===== config.mk =====
export PLATFORM = sky130hd
export DESIGN_NAME = smbus_config_and_control
export DESIGN_NICKNAME = d
export VERILOG_FILES = /design/src/include/serial_bus_pkg.sv /design/src/hw/smbus_config_and_control.sv
export SDC_FILE = /design/constraint.sdc
export NUM_CORES = 1
export LEC_CHECK = 0
export BUFFER_PORTS_ARGS = -buffer_cell sky130_fd_sc_hd__buf_2
export CORE_UTILIZATION = 25
export CTS_CLUSTER_DIAMETER = 150
export CTS_CLUSTER_SIZE = 12
export DETAILED_ROUTE_END_ITERATION = 7
export PLACE_DENSITY_LB_ADDON = 0.12
export SKIP_LAST_GASP = 1
export SYNTH_ARGS = -nofsm -noshare
export SYNTH_HDL_FRONTEND = slang
export SYNTH_SLANG_ARGS = --single-unit

===== constraint.sdc =====
create_clock -name pclk -period 3.11 [get_ports pclk]
set_clock_uncertainty 0.15 [all_clocks]
set_input_delay 0.1555 -clock pclk [delete_from_list [all_inputs] [get_ports pclk]]
set_output_delay 0.1555 -clock pclk [all_outputs]
set_load 0.005 [all_outputs]

===== src/include/serial_bus_pkg.sv =====
package serial_bus_pkg;

   // ==========================================================================
   // Register indices (byte address is four times the index)
   // ==========================================================================
   localparam logic [7:0] CTRL_INDEX = 8'hc0;
   localparam logic [7:0] CFG_INDEX = 8'hc1;
   localparam logic [7:0] DATA_INDEX = 8'hc2;
   localparam logic [7:0] ACK_MODE_INDEX = 8'hc3;

   // ==========================================================================
   // Field positions
   // ==========================================================================
   localparam int CFG_ENABLE = 7;
   localparam int CFG_SLAVE_MASK = 6;
   localparam int CFG_BUSY = 5;
   localparam int CFG_EXTEND = 4;
   localparam int CFG_SCL_TOE = 3;
   localparam int CFG_FREE_TOE = 2;
   localparam int CTL_MASTER = 7;
   localparam int CTL_TX = 6;
   localparam int CTL_BEGIN = 5;
   localparam int CTL_HALT = 4;
   localparam int CTL_ACK_NEEDED = 3;
   localparam int CTL_ARB_LOSS = 2;
   localparam int CTL_ACK = 1;
   localparam int CTL_BYTE_EVENT = 0;
   localparam int ACK_MODE_AUTO = 0;

   // ==========================================================================
   // Reset values and timing counts: hold/setup in system clocks, free in source periods
   // ==========================================================================
   localparam logic [7:0] REG_RESET = 8'h00;
   localparam logic [3:0] HOLD_NORMAL = 4'h3;
   localparam logic [3:0] HOLD_EXTENDED = 4'hc;
   localparam logic [3:0] SETUP_NORMAL = 4'h1;
   localparam logic [3:0] SETUP_EXTENDED = 4'hb;
   localparam logic [3:0] FREE_PERIODS = 4'ha;
   localparam logic [3:0] BITS_PER_BYTE = 4'h8;

   localparam logic [1:0] SRC_TIMER0 = 2'h0;
   localparam logic [1:0] SRC_TIMER1 = 2'h1;
   localparam logic [1:0] SRC_TIMER2_HI = 2'h2;
   localparam logic [1:0] SRC_TIMER2_LO = 2'h3;

   typedef enum logic [2:0] {
      GEN_IDLE,
      GEN_START_A,
      GEN_START_B,
      GEN_START_C,
      GEN_BYTE,
      GEN_STOP_A,
      GEN_STOP_B
   } gen_t;

endpackage


===== src/hw/smbus_config_and_control.sv =====
`timescale 1ns/1ns
// Operation
// - Enabled interface watches both lines continuously
// - Slave mask suppresses slave interrupts and slave ACKs
// - Busy set by transfer, cleared by stop/timeout
// - Extend bit selects normal or extended timing
// - Setup/hold counts: 11/12 extended, 3 hold
// - SCL-low timeout drives timer 3 reload
// - Free after eleven idle source periods high
// - Clock select picks one of four overflows
// - SCL low one period, high at least one
// - Upper control bits form a status vector
// - Begin flag reports start seen; halt flag a stop ending a slave transfer
// - Begin flag starts master when bus free
// - Halt flag stops after next acknowledge
// - Both flags give stop then start
// - Arbitration loss flagged, cleared with byte flag
// - Byte flag at start, end, byte, loss
// - Byte flag set holds SCL low
// - Interrupt placement around ACK by mode
// - Software ack: written or received ack bit
// - Ack needed on receive; default NACK
// - Ack write drives SDA at once
// - NACKed address ignores slave until start
// - Auto ack drives ack bit each byte
// - Hardware address NACK: no interrupt, ignore
// - Inhibit NACKs addresses from next start
module smbus_config_and_control
   import serial_bus_pkg::*;
#(
   parameter int ADDR_W = 12
) (
   input wire logic pclk,
   input wire logic presetn,
   input wire logic ce,
   input wire logic psel,
   input wire logic penable,
   input wire logic pwrite,
   input wire logic [ADDR_W-1:0] paddr,
   input wire logic [31:0] pwdata,
   output logic [31:0] prdata,
   output logic pready,
   output logic pslverr,
   input wire logic timer0_ovf,
   input wire logic timer1_ovf,
   input wire logic timer2_hi_ovf,
   input wire logic timer2_lo_ovf,
   input wire logic timer3_split,
   output logic timer3_reload_hi,
   output logic timer3_reload_lo,
   input wire logic scl_in,
   output logic scl_out,
   output logic scl_oe,
   input wire logic sda_in,
   output logic sda_out,
   output logic sda_oe
);

   // ==========================================================================
   // Decoding
   // ==========================================================================
   function automatic logic [ADDR_W-1:0] byte_addr(input logic [7:0] index);
      byte_addr = ADDR_W'({index, 2'b00});
   endfunction

   function automatic logic pick_tick(input logic [1:0] sel, input logic [3:0] ovf);
      pick_tick = 1'b0;
      unique case (sel)
         SRC_TIMER0: pick_tick = ovf[0];
         SRC_TIMER1: pick_tick = ovf[1];
         SRC_TIMER2_HI: pick_tick = ovf[2];
         SRC_TIMER2_LO: pick_tick = ovf[3];
      endcase
   endfunction

   // ==========================================================================
   // Registers and state
   // ==========================================================================
   logic enable, slave_mask, busy, extend, scl_toe, free_toe;
   logic [1:0] clk_sel;
   logic master, transmitter_indicator, begin_flag, halt_flag, ack_needed, arb_loss, ack, byte_event;
   logic auto_ack;
   logic [7:0] shreg;
   logic [3:0] bit_cnt, hold_cnt, setup_cnt, free_cnt;
   logic [1:0] tcnt;
   logic slave_active, addr_phase, sda_last;
   logic [1:0] scl_sync, sda_sync;
   logic scl_q, sda_q;
   gen_t gen;

   logic scl_s, sda_s, tick, start_det, stop_det, scl_rise, scl_fall;
   logic frame_on, rise_bit, ack_phase, lost, early_rx, ack_done, addr_nack;
   logic ack_si, gen_start_done, gen_stop_done, slave_stop, si_set;
   logic hold_done, setup_ok, want_low, bus_free_to;
   logic apb_done, wr_ctl, wr_cfg, wr_dat, wr_mode, mapped;
   logic [7:0] read_val;

   // ==========================================================================
   // Line synchronisers and condition detection
   // ==========================================================================
   always_ff @(posedge pclk or negedge presetn) begin
      if (!presetn) begin
         scl_sync <= 2'h3;
         sda_sync <= 2'h3;
         scl_q <= 1'b1;
         sda_q <= 1'b1;
      end else if (ce) begin
         scl_sync <= {scl_sync[0], scl_in};
         sda_sync <= {sda_sync[0], sda_in};
         scl_q <= scl_sync[1];
         sda_q <= sda_sync[1];
      end
   end

   assign scl_s = scl_sync[1];
   assign sda_s = sda_sync[1];
   // Monitoring only runs with the interface on
   assign start_det = enable && scl_q && scl_s && sda_q && !sda_s;
   assign stop_det = enable && scl_q && scl_s && !sda_q && sda_s;
   assign scl_rise = enable && !scl_q && scl_s;
   assign scl_fall = enable && scl_q && !scl_s;
   assign tick = pick_tick(clk_sel, {timer2_lo_ovf, timer2_hi_ovf, timer1_ovf, timer0_ovf});

   // ==========================================================================
   // Byte frame events
   // ==========================================================================
   assign frame_on = master ? (gen == GEN_BYTE) : slave_active;
   assign rise_bit = frame_on && scl_rise;
   assign ack_phase = bit_cnt == BITS_PER_BYTE;
   // Released SDA read back low while sending means another party won
   assign lost = rise_bit && !ack_phase && transmitter_indicator && !sda_oe && !sda_s;
   assign early_rx = rise_bit && bit_cnt == 4'h7 && !transmitter_indicator && !auto_ack && !lost;
   assign ack_done = rise_bit && ack_phase;
   assign addr_nack = ack_done && !master && addr_phase && !sda_oe;
   assign ack_si = ack_done && (transmitter_indicator || auto_ack) && !addr_nack;
   assign gen_start_done = gen == GEN_START_C && tick;
   assign gen_stop_done = gen == GEN_STOP_B && scl_s && tick;
   assign slave_stop = stop_det && slave_active && !master;
   // Slave events only fire while slave_active, which the mask blocks
   assign si_set = gen_start_done || early_rx || ack_si || lost || slave_stop;

   assign hold_done = hold_cnt == 4'h0 && !scl_s && !scl_q;
   // Release waits until SDA sits at its new level for the full setup count
   assign setup_ok = setup_cnt == 4'h0 && sda_oe == sda_last && sda_oe == want_low;
   assign bus_free_to = free_cnt > FREE_PERIODS;

   always_comb begin
      want_low = 1'b0;
      if (frame_on) begin
         if (ack_phase)
            want_low = !transmitter_indicator && ack;
         else
            want_low = transmitter_indicator && !byte_event && !shreg[7];
      end
   end

   // ==========================================================================
   // APB slave, one wait state
   // ==========================================================================
   assign apb_done = psel && penable && pready;
   assign mapped = paddr == byte_addr(CTRL_INDEX) || paddr == byte_addr(CFG_INDEX) ||
                   paddr == byte_addr(DATA_INDEX) || paddr == byte_addr(ACK_MODE_INDEX);
   assign wr_ctl = apb_done && pwrite && paddr == byte_addr(CTRL_INDEX);
   assign wr_cfg = apb_done && pwrite && paddr == byte_addr(CFG_INDEX);
   assign wr_dat = apb_done && pwrite && paddr == byte_addr(DATA_INDEX);
   assign wr_mode = apb_done && pwrite && paddr == byte_addr(ACK_MODE_INDEX);

   always_comb begin
      read_val = 8'h00;
      if (paddr == byte_addr(CTRL_INDEX))
         read_val = {master, transmitter_indicator, begin_flag, halt_flag,
                     ack_needed, arb_loss, ack, byte_event};
      else if (paddr == byte_addr(CFG_INDEX))
         read_val = {enable, slave_mask, busy, extend, scl_toe, free_toe, clk_sel};
      else if (paddr == byte_addr(DATA_INDEX))
         read_val = shreg;
      else if (paddr == byte_addr(ACK_MODE_INDEX))
         read_val = {7'h00, auto_ack};
   end

   always_ff @(posedge pclk or negedge presetn) begin
      if (!presetn) begin
         pready <= 1'b0;
         prdata <= 32'h0000_0000;
         pslverr <= 1'b0;
      end else if (ce) begin
         pready <= psel && penable && !pready;
         if (psel && penable && !pready) begin
            prdata <= {24'h00_0000, pwrite ? 8'h00 : read_val};
            pslverr <= !mapped;
         end
      end
   end

   // ==========================================================================
   // Configuration register
   // ==========================================================================
   always_ff @(posedge pclk or negedge presetn) begin
      if (!presetn) begin
         {enable, slave_mask, extend, scl_toe, free_toe} <= 5'h00;
         clk_sel <= REG_RESET[1:0];
         auto_ack <= 1'b0;
      end else if (ce) begin
         if (wr_cfg) begin
            enable <= pwdata[CFG_ENABLE];
            slave_mask <= pwdata[CFG_SLAVE_MASK];
            extend <= pwdata[CFG_EXTEND];
            scl_toe <= pwdata[CFG_SCL_TOE];
            free_toe <= pwdata[CFG_FREE_TOE];
            clk_sel <= pwdata[1:0];
         end
         if (wr_mode)
            auto_ack <= pwdata[ACK_MODE_AUTO];
      end
   end

   // ==========================================================================
   // Busy tracking and free timeout
   // ==========================================================================
   always_ff @(posedge pclk or negedge presetn) begin
      if (!presetn) begin
         free_cnt <= 4'h0;
         busy <= 1'b0;
      end else if (ce) begin
         if (!(enable && free_toe && scl_s && sda_s))
            free_cnt <= 4'h0;
         else if (tick && !bus_free_to)
            free_cnt <= free_cnt + 4'h1;
         if (!enable || stop_det || bus_free_to)
            busy <= 1'b0;
         else if (start_det)
            busy <= 1'b1;
      end
   end

   // ==========================================================================
   // Timer 3 reload control
   // ==========================================================================
   always_ff @(posedge pclk or negedge presetn) begin
      if (!presetn) begin
         timer3_reload_hi <= 1'b0;
         timer3_reload_lo <= 1'b0;
      end else if (ce) begin
         timer3_reload_hi <= enable && scl_toe && scl_s;
         timer3_reload_lo <= enable && scl_toe && scl_s && !timer3_split;
      end
   end

   // ==========================================================================
   // Control and status flags; hardware sets win over software clears
   // ==========================================================================
   always_ff @(posedge pclk or negedge presetn) begin
      if (!presetn) begin
         {master, transmitter_indicator, begin_flag, halt_flag} <= 4'h0;
         {ack_needed, arb_loss, ack, byte_event} <= 4'h0;
      end else if (ce) begin
         if (wr_ctl) begin
            begin_flag <= pwdata[CTL_BEGIN];
            halt_flag <= pwdata[CTL_HALT];
            ack <= pwdata[CTL_ACK];
            byte_event <= pwdata[CTL_BYTE_EVENT] || si_set;
            if (!pwdata[CTL_BYTE_EVENT]) begin
               arb_loss <= lost;
               ack_needed <= early_rx;
            end
         end else if (si_set) begin
            byte_event <= 1'b1;
         end
         if (lost) begin
            arb_loss <= 1'b1;
            master <= 1'b0;
            transmitter_indicator <= 1'b0;
         end
         if (early_rx) begin
            ack_needed <= 1'b1;
            ack <= 1'b0;
         end
         // Transmitter reads back the acknowledge it saw
         if (ack_done && transmitter_indicator)
            ack <= !sda_s;
         if (ack_done && addr_phase)
            transmitter_indicator <= master ? !shreg[0] : shreg[0];
         if (start_det) begin
            begin_flag <= 1'b1;
            if (gen == GEN_IDLE)
               transmitter_indicator <= 1'b0;
         end
         if (slave_stop)
            halt_flag <= 1'b1;
         if (gen_start_done) begin
            master <= 1'b1;
            transmitter_indicator <= 1'b1;
         end
         if (gen_stop_done) begin
            master <= 1'b0;
            halt_flag <= 1'b0;
         end
         if (!enable) begin
            master <= 1'b0;
            transmitter_indicator <= 1'b0;
         end
      end
   end

   // ==========================================================================
   // Shift register and frame tracking
   // ==========================================================================
   always_ff @(posedge pclk or negedge presetn) begin
      if (!presetn) begin
         shreg <= REG_RESET;
         bit_cnt <= 4'h0;
         slave_active <= 1'b0;
         addr_phase <= 1'b0;
      end else if (ce) begin
         if (wr_dat)
            shreg <= pwdata[7:0];
         if (!enable) begin
            slave_active <= 1'b0;
            addr_phase <= 1'b0;
         end else if (start_det) begin
            bit_cnt <= 4'h0;
            addr_phase <= 1'b1;
            // Mask is sampled only here, so it acts from the next start
            slave_active <= gen == GEN_IDLE && !slave_mask;
         end else if (stop_det) begin
            slave_active <= 1'b0;
            addr_phase <= 1'b0;
         end else if (rise_bit) begin
            if (!ack_phase) begin
               shreg <= {shreg[6:0], sda_s};
               bit_cnt <= bit_cnt + 4'h1;
            end else begin
               bit_cnt <= 4'h0;
               addr_phase <= 1'b0;
            end
            if (lost || addr_nack)
               slave_active <= 1'b0;
         end
      end
   end

   // ==========================================================================
   // Hold and setup counters
   // ==========================================================================
   always_ff @(posedge pclk or negedge presetn) begin
      if (!presetn) begin
         hold_cnt <= 4'h0;
         setup_cnt <= 4'h0;
         sda_last <= 1'b0;
      end else if (ce) begin
         sda_last <= sda_oe;
         if (scl_fall)
            hold_cnt <= extend ? HOLD_EXTENDED : HOLD_NORMAL;
         else if (hold_cnt != 4'h0)
            hold_cnt <= hold_cnt - 4'h1;
         if (sda_oe != sda_last)
            setup_cnt <= extend ? SETUP_EXTENDED : SETUP_NORMAL;
         else if (setup_cnt != 4'h0)
            setup_cnt <= setup_cnt - 4'h1;
      end
   end

   // ==========================================================================
   // Line drive and condition generation
   // ==========================================================================
   always_ff @(posedge pclk or negedge presetn) begin
      if (!presetn) begin
         gen <= GEN_IDLE;
         scl_oe <= 1'b0;
         sda_oe <= 1'b0;
         scl_out <= 1'b0;
         sda_out <= 1'b0;
         tcnt <= 2'h0;
      end else if (ce) begin
         scl_out <= 1'b0;
         sda_out <= 1'b0;
         if (!enable || lost) begin
            gen <= GEN_IDLE;
            scl_oe <= 1'b0;
            sda_oe <= 1'b0;
         end else begin
            unique case (gen)
               GEN_IDLE: begin
                  // Slave keeps SCL low while its byte flag stands
                  scl_oe <= byte_event && slave_active && (scl_oe || !scl_s);
                  if (slave_active && hold_done)
                     sda_oe <= want_low;
                  else if (!slave_active)
                     sda_oe <= 1'b0;
                  if (begin_flag && !busy && !slave_active)
                     gen <= GEN_START_A;
               end
               GEN_START_A: begin
                  sda_oe <= 1'b0;
                  if (sda_s && tick) begin
                     scl_oe <= 1'b0;
                     gen <= GEN_START_B;
                  end
               end
               GEN_START_B: begin
                  if (scl_s && sda_s && tick) begin
                     sda_oe <= 1'b1;
                     gen <= GEN_START_C;
                  end
               end
               GEN_START_C: begin
                  if (tick) begin
                     scl_oe <= 1'b1;
                     tcnt <= 2'h0;
                     gen <= GEN_BYTE;
                  end
               end
               GEN_BYTE: begin
                  if (scl_oe) begin
                     if (hold_done)
                        sda_oe <= want_low;
                     if (tick && tcnt != 2'h3)
                        tcnt <= tcnt + 2'h1;
                     if (!byte_event && bit_cnt == 4'h0 && hold_done && halt_flag) begin
                        gen <= GEN_STOP_A;
                     end else if (!byte_event && bit_cnt == 4'h0 && hold_done && begin_flag) begin
                        gen <= GEN_START_A;
                     end else if (tcnt != 2'h0 && setup_ok && hold_done && !byte_event) begin
                        // Low phase ends a full source period after it began
                        scl_oe <= 1'b0;
                        tcnt <= 2'h0;
                     end
                  end else if (scl_s && tick) begin
                     // High counted only once SCL is seen high, so stretching holds it
                     if (tcnt == 2'h1) begin
                        scl_oe <= 1'b1;
                        tcnt <= 2'h0;
                     end else begin
                        tcnt <= tcnt + 2'h1;
                     end
                  end
               end
               GEN_STOP_A: begin
                  sda_oe <= 1'b1;
                  if (tick && hold_done && sda_oe) begin
                     scl_oe <= 1'b0;
                     gen <= GEN_STOP_B;
                  end
               end
               GEN_STOP_B: begin
                  if (scl_s && tick) begin
                     sda_oe <= 1'b0;
                     gen <= begin_flag ? GEN_START_A : GEN_IDLE;
                  end
               end
            endcase
         end
      end
   end

endmodule


; Yosys cells after proc, flatten, opt, wreduce, memory -nomap -nowiden
; Index checks and enable logic that the tools add are counted.
[word_totals]
output_inout_bits = 40
ff_bits = 69
[classes]
eq_ne = 40
mux = 104
n_reduce_logical = 151
bitwise = 1
add_sub_neg = 5
magnitude_cmp = 1
[ops]
columns = cell, n
row1 = $mux 8, 10
row2 = $logic_and 1x1->1, 73
row3 = $mux 1, 59
row4 = $eq 12x10->1 const B, 4
row5 = $mux 4, 12
row6 = $mux 3, 10
row7 = $reduce_and 2->1, 12
row8 = $logic_not 1->1, 22
row9 = $pmux 3 s7, 1
row10 = $ne 4x1->1 const B, 5
row11 = $reduce_bool 2->1, 10
row12 = $mux 2, 8
row13 = $logic_or 1x1->1, 14
row14 = $logic_not 4->1, 3
row15 = $ne 3x2->1 const B, 4
row16 = $reduce_and 3->1, 4
row17 = $reduce_and 5->1, 2
row18 = $eq 3x3->1 const B, 3
row19 = $ne 3x3->1 const B, 3
row20 = $reduce_and 9->1, 1
row21 = $add 4x1->4 const B, 2
row22 = $reduce_bool 4->1, 2
row23 = $sub 4x1->4 const B, 2
row24 = $reduce_and 7->1, 1
row25 = 25 further kinds, 35

; Longest topological paths before layout
[depth]
depth_word = 16
mapped_depth = 9

; Worst setup path after synthesis
; No wires, ideal clock.
[synth_path]
path_kind = reg2reg
start = reg sda_oe
end = reg tcnt[0]
path_slack_ps = 673
path_buffers = 1
arrival_ps = 2157
stages_incl_launch_ff = 8
t_required_ps = 2831
path_cell_list = dfrtp_1 -> buf_6 -> xor2_4 -> or4b_1 -> or4_1 -> o31a_1 -> a32oi_1 -> o22ai_1
[synth_via]
elab_chain_len = 11
elab_cells_between_ends = 18
classes_between = eq/ne: 2 / mux: 5 / bitwise: 1 / reduce/logical: 10
[synth_rtl]
columns = element, line
row1 = from (decl), smbus_config_and_control.sv:56  ; output logic sda_oe
row2 = from (signal assigned), smbus_config_and_control.sv:387  ; sda_oe <= want_low;
row3 = from (signal assigned), smbus_config_and_control.sv:416  ; sda_oe <= want_low;
row4 = $eq 1x1->1, smbus_config_and_control.sv:144  ; assign setup_ok = setup_cnt == 4'h0 && sda_oe == sda_last && sda_oe == want_low;
row5 = $logic_and 1x1->1 (2 in a row), smbus_config_and_control.sv:144
row6 = $logic_and 1x1->1 (3 in a row), smbus_config_and_control.sv:423  ; end else if (tcnt != 2'h0 && setup_ok && hold_done && !byte_event) begin
row7 = $mux 2, smbus_config_and_control.sv:423
row8 = $mux 2, smbus_config_and_control.sv:421  ; end else if (!byte_event && bit_cnt == 4'h0 && hold_done && begin_flag) begin
row9 = $mux 2, smbus_config_and_control.sv:419  ; if (!byte_event && bit_cnt == 4'h0 && hold_done && halt_flag) begin
row10 = $mux 2, smbus_config_and_control.sv:414  ; if (scl_oe) begin
row11 = $pmux 2 s2, smbus_config_and_control.sv:382  ; unique case (gen)
row12 = to (signal assigned), smbus_config_and_control.sv:418  ; tcnt <= tcnt + 2'h1;
row13 = to (signal assigned), smbus_config_and_control.sv:434  ; tcnt <= tcnt + 2'h1;
row14 = to (decl), smbus_config_and_control.sv:85  ; logic [1:0] tcnt;
; Parallel ways exist; a longest one is shown, timed or not.
; A chain may end at the register's enable or synchronous reset.

; Worst setup path after layout
[layout_path]
start = reg bit_cnt[0]
end = reg gen[1]
[layout_via]
elab_chain_len = 9
elab_cells_between_ends = 25
classes_between = eq/ne: 9 / mux: 4 / reduce/logical: 12
[layout_rtl]
columns = element, line
row1 = from (decl), smbus_config_and_control.sv:84  ; logic [3:0] bit_cnt, hold_cnt, setup_cnt, free_cnt;
row2 = from (signal assigned), smbus_config_and_control.sv:331  ; bit_cnt <= bit_cnt + 4'h1;
row3 = $eq 4x4->1, smbus_config_and_control.sv:129  ; assign ack_phase = bit_cnt == BITS_PER_BYTE;
row4 = $logic_not 1->1, n/a
row5 = $logic_and 1x1->1 (4 in a row), smbus_config_and_control.sv:131  ; assign lost = rise_bit && !ack_phase && transmitter_indicator && !sda_oe && !sda_s;
row6 = $logic_or 1x1->1, smbus_config_and_control.sv:377  ; if (!enable || lost) begin
row7 = $ne 4x1->1 (no line) (tied with other cells), n/a
row8 = $reduce_and 9->1 (no line), n/a
row9 = to (signal assigned), smbus_config_and_control.sv:448  ; gen <= begin_flag ? GEN_START_A : GEN_IDLE;
row10 = to (decl), smbus_config_and_control.sv:89  ; gen_t gen;
; Parallel ways exist; a longest one is shown, timed or not. The select of a mux whose other input is x is not followed.

==> reports/metrics.csv <==
metric;value;unit
placement.io_buffers;46;
status;finished, final reports clean;
worstReg2RegStart;bit_cnt[0];
place_hpwl;9665;um
synth.yosys.warnings;0;
synth_top_family_by_area;compound AO/OA/AOI/OAI gates;
hold_path_depth;3;
timing.critical_path.from_type;flip-flop;
drc;0;
fp.dieH;134.9;um
worst_slew_pin_slew;0.8049;ns
synth-async-reset-ratio;1.000;
slack_of_the_worst_reg_to_reg_path;0.48;ns
muxShareOfSynthArea;0.05811;
diodes;0;
rsz0062_at_grt;no;
post_synthesis_simple_gate_area_fraction;0.1899;
die-area;18190;um^2
yosys.area_share.xor_xnor;0.008220;
post_synth_instance_area;4414;um^2
grt_max_degree;42;
most_frequent_cells_in_the_layout;sky130_fd_sc_hd__dfrtp_1, sky130_fd_sc_hd__buf_2, sky130_fd_sc_hd__nand2_1, sky130_fd_sc_hd__o21ai_0, sky130_fd_sc_hd__inv_1;
r2r_end;gen[1];
top_level_ports;97;
vias_per_cell;4.901;
wl;13150;um
drt_first_iter_violations;216;
clock_buffers_created_by_tritoncts;9;
worstHoldEndpoint;shreg[5];
min_from;pwdata[5];
synth_top_flop_cell;sky130_fd_sc_hd__dfrtp_1;
total_count_of_max_transition_violations_in_the_final_report;0;
finalCriticalPeriod;2.626;ns
timing.setup.tns;0;ns
synthAdderAreaFrac;0.03628;
number_of_setup_violations_in_the_final_report;0;
postCtsSetupBuffers;0;
synthCells;481;
cts_num_sinks;69;
drtAntennaViolNets;0;
power.density;467.3;nW/um^2
final_hold_vios;0;
antenna_violations_before_repair;0;
gr_overflow_total;0;
clock-root-buffer;sky130_fd_sc_hd__clkbuf_16;
final_common_cell;sky130_fd_sc_hd__dfrtp_1;
holdWs;0.01035;ns
core;17300;um^2
drv.max_cap_violation_count;0;
worst_reg2reg_path_length_in_cells;7;
critPathKind;reg2reg;
vias_in_the_first_global_route;3816;
fin_crit_sh;0.8443;
slew_headroom;0.4557;
seq_area_frac_synth;0.3929;
initial_core_util;0.2552;
wl_per_cell;16.97;um
ys_ff_latch;69;
synthDistinctLibCells;73;
chipWidth;134.9;um
syn_area_per_cell;9.177;um^2
min-delay-path-class;in2reg;
ctsLongestPathBuffers;2;
cts_max_level;3;
power_leakage;2.305;nW
critPathCaptureType;flip-flop;
report.power.total;0.002478;W
tritoncts;built;
maxClockFrequency;380.8;MHz
clkLatencyLatePin;0.35;ns
grt_pass1_wl;21740;um
detailedRoute.firstPassIterationCount;4;
nNetsFinal;614;
post_synth_edffs;0;
detailroute.via_count;3798;
synth-compound-area-share;0.2188;
worstPathArrival;2.71;ns
clkTransAtPathRegs;0.06;ns
last_weighted_congestion_value_of_the_routability_driven_placer;0.8468;
path_max_fanout;7;
std_cell_rows;48;
power.ir.vdd_worst;0.0002572;V
layout-area-overhead-vs-synth;20.10;%
worstPathRequired;3.19;ns
drive_gt1_frac;0.2182;
grt_util_all_layers;0.1573;
==> power breakdown <==
part	total (W)	internal [W]	switching (W)	leakage, nW
sequential	0.00103	0.000970	0.0000572	0.891
clock	0.00106	0.000625	0.000432	0.150
combinational	0.000393	0.000167	0.000226	1.26
==> sequential cells by signal, indices dropped and copies added, names as in the netlist, 2 cells and up <==
| name | flops |
|---|---|
| shreg | 8 |
| prdata | 8 |
| sda_sync | 2 |
| bit_cnt | 4 |
| hold_cnt | 4 |
| scl_sync | 2 |
| tcnt | 2 |
| clk_sel | 2 |
| gen | 3 |
| setup_cnt | 4 |
| free_cnt | 4 |
==> synthesized netlist by cell type, types with 4 or more instances <==
cell type	instances	area, um^2
sky130_fd_sc_hd__dfrtp_1	63	1577
sky130_fd_sc_hd__nand2_1	43	161.4
sky130_fd_sc_hd__o21ai_0	38	190.2
sky130_fd_sc_hd__inv_1	33	123.9
sky130_fd_sc_hd__buf_4	26	195.2
sky130_fd_sc_hd__nor2_1	26	97.59
sky130_fd_sc_hd__a21oi_1	20	100.1
sky130_fd_sc_hd__mux2_2	17	191.4
sky130_fd_sc_hd__clkbuf_1	16	60.06
sky130_fd_sc_hd__nand3_1	13	65.06
sky130_fd_sc_hd__nor3_1	13	65.06
sky130_fd_sc_hd__ha_1	12	150.1
sky130_fd_sc_hd__nor2b_1	11	68.82
sky130_fd_sc_hd__a22oi_1	10	75.07
sky130_fd_sc_hd__o2bb2ai_1	9	78.83
sky130_fd_sc_hd__o31ai_1	9	67.56
sky130_fd_sc_hd__dfstp_2	6	157.7
sky130_fd_sc_hd__o221ai_1	6	52.55
sky130_fd_sc_hd__a22o_1	5	43.79
sky130_fd_sc_hd__buf_2	5	25.02
sky130_fd_sc_hd__nand4_1	5	31.28
sky130_fd_sc_hd__a211oi_1	4	30.03
sky130_fd_sc_hd__a32oi_1	4	35.03
sky130_fd_sc_hd__nand4b_1	4	35.03
sky130_fd_sc_hd__o211ai_1	4	30.03
sky130_fd_sc_hd__or4_1	4	30.03
==> how the worst max path moves through the flow <==
stage                     slack, ns   startpoint  cells past startpoint        to
after floorplan                0.67       sda_oe                      7   tcnt[0]
after global placement         0.32        scl_q                      7  shreg[4]
after detailed placement       0.26        scl_q                      7  shreg[7]
after CTS                      0.24        scl_q                      7  shreg[7]
after global routing           0.32  scl_sync[1]                      7   tcnt[1]
final                          0.48   bit_cnt[0]                      7    gen[1]
==> final cells by class <==
cell class,count,area [um^2]
clock inverters,7,75.07
well taps,225,281.5
clock buffers,9,225.2
flip-flops and latches,69,1734
multi-input cells,355,2361
inverters,33,123.9
fillers,1859,12000
repair buffers,77,500.5
==> timing repair <==
item                                    4_1_cts  5_1_grt
gates resized for setup                       0        1
hold endpoints to repair                     35        0
endpoints found under the setup margin        0        5
hold buffers                                 10        0
==> layer usage <==
| metal | global-route usage | part of all wire | wire length (um) | up-vias |
|---|---|---|---|---|
| li1 | - | - | - | 1844 |
| met1 | 0.2276 | 0.50 | 6516 | 1855 |
| met2 | 0.2302 | 0.44 | 5795 | 82 |
| met3 | 0.03116 | 0.047 | 622 | 17 |
| met4 | 0.05556 | 0.016 | 216 | 0 |
| met5 | 0 | 0 | 0 | - |
==> worst max-delay path, stage by stage, from the launching register on <==
cell and delay [ns]:
sky130_fd_sc_hd__dfrtp_1 0.38, sky130_fd_sc_hd__inv_1 0.08, sky130_fd_sc_hd__ha_1 0.23, sky130_fd_sc_hd__and3b_1 0.25, sky130_fd_sc_hd__or4_2 0.57, sky130_fd_sc_hd__o21ai_1 0.46, sky130_fd_sc_hd__a211oi_1 0.11, sky130_fd_sc_hd__a211o_1 0.29
==> logic make-up after synthesis <==
| group | after synthesis |
|---|---|
| adders and majority gates | 13 |
| and+or+nand+nor | 153 |
| buffers and inverters | 82 |
| xor gates and xnor gates | 2 |
| AOI/OAI and AO/OA | 140 |
| other | 1 |
| muxes | 21 |
| DFF | 69 |
==> through the flow <==
stage	util	setup WS, ns	cells	instance area (um^2)
after floorplan	-	0.6734	506	4508
after global placement	0.2830	0.3213	749	4895
after detailed placement	0.2830	0.2581	749	4895
after CTS	0.3061	0.2372	775	5295
after global routing	0.3065	0.3186	775	5301
final	0.3065	0.4841	775	5301
No activity file was read; power rests on OpenSTA's default activity.
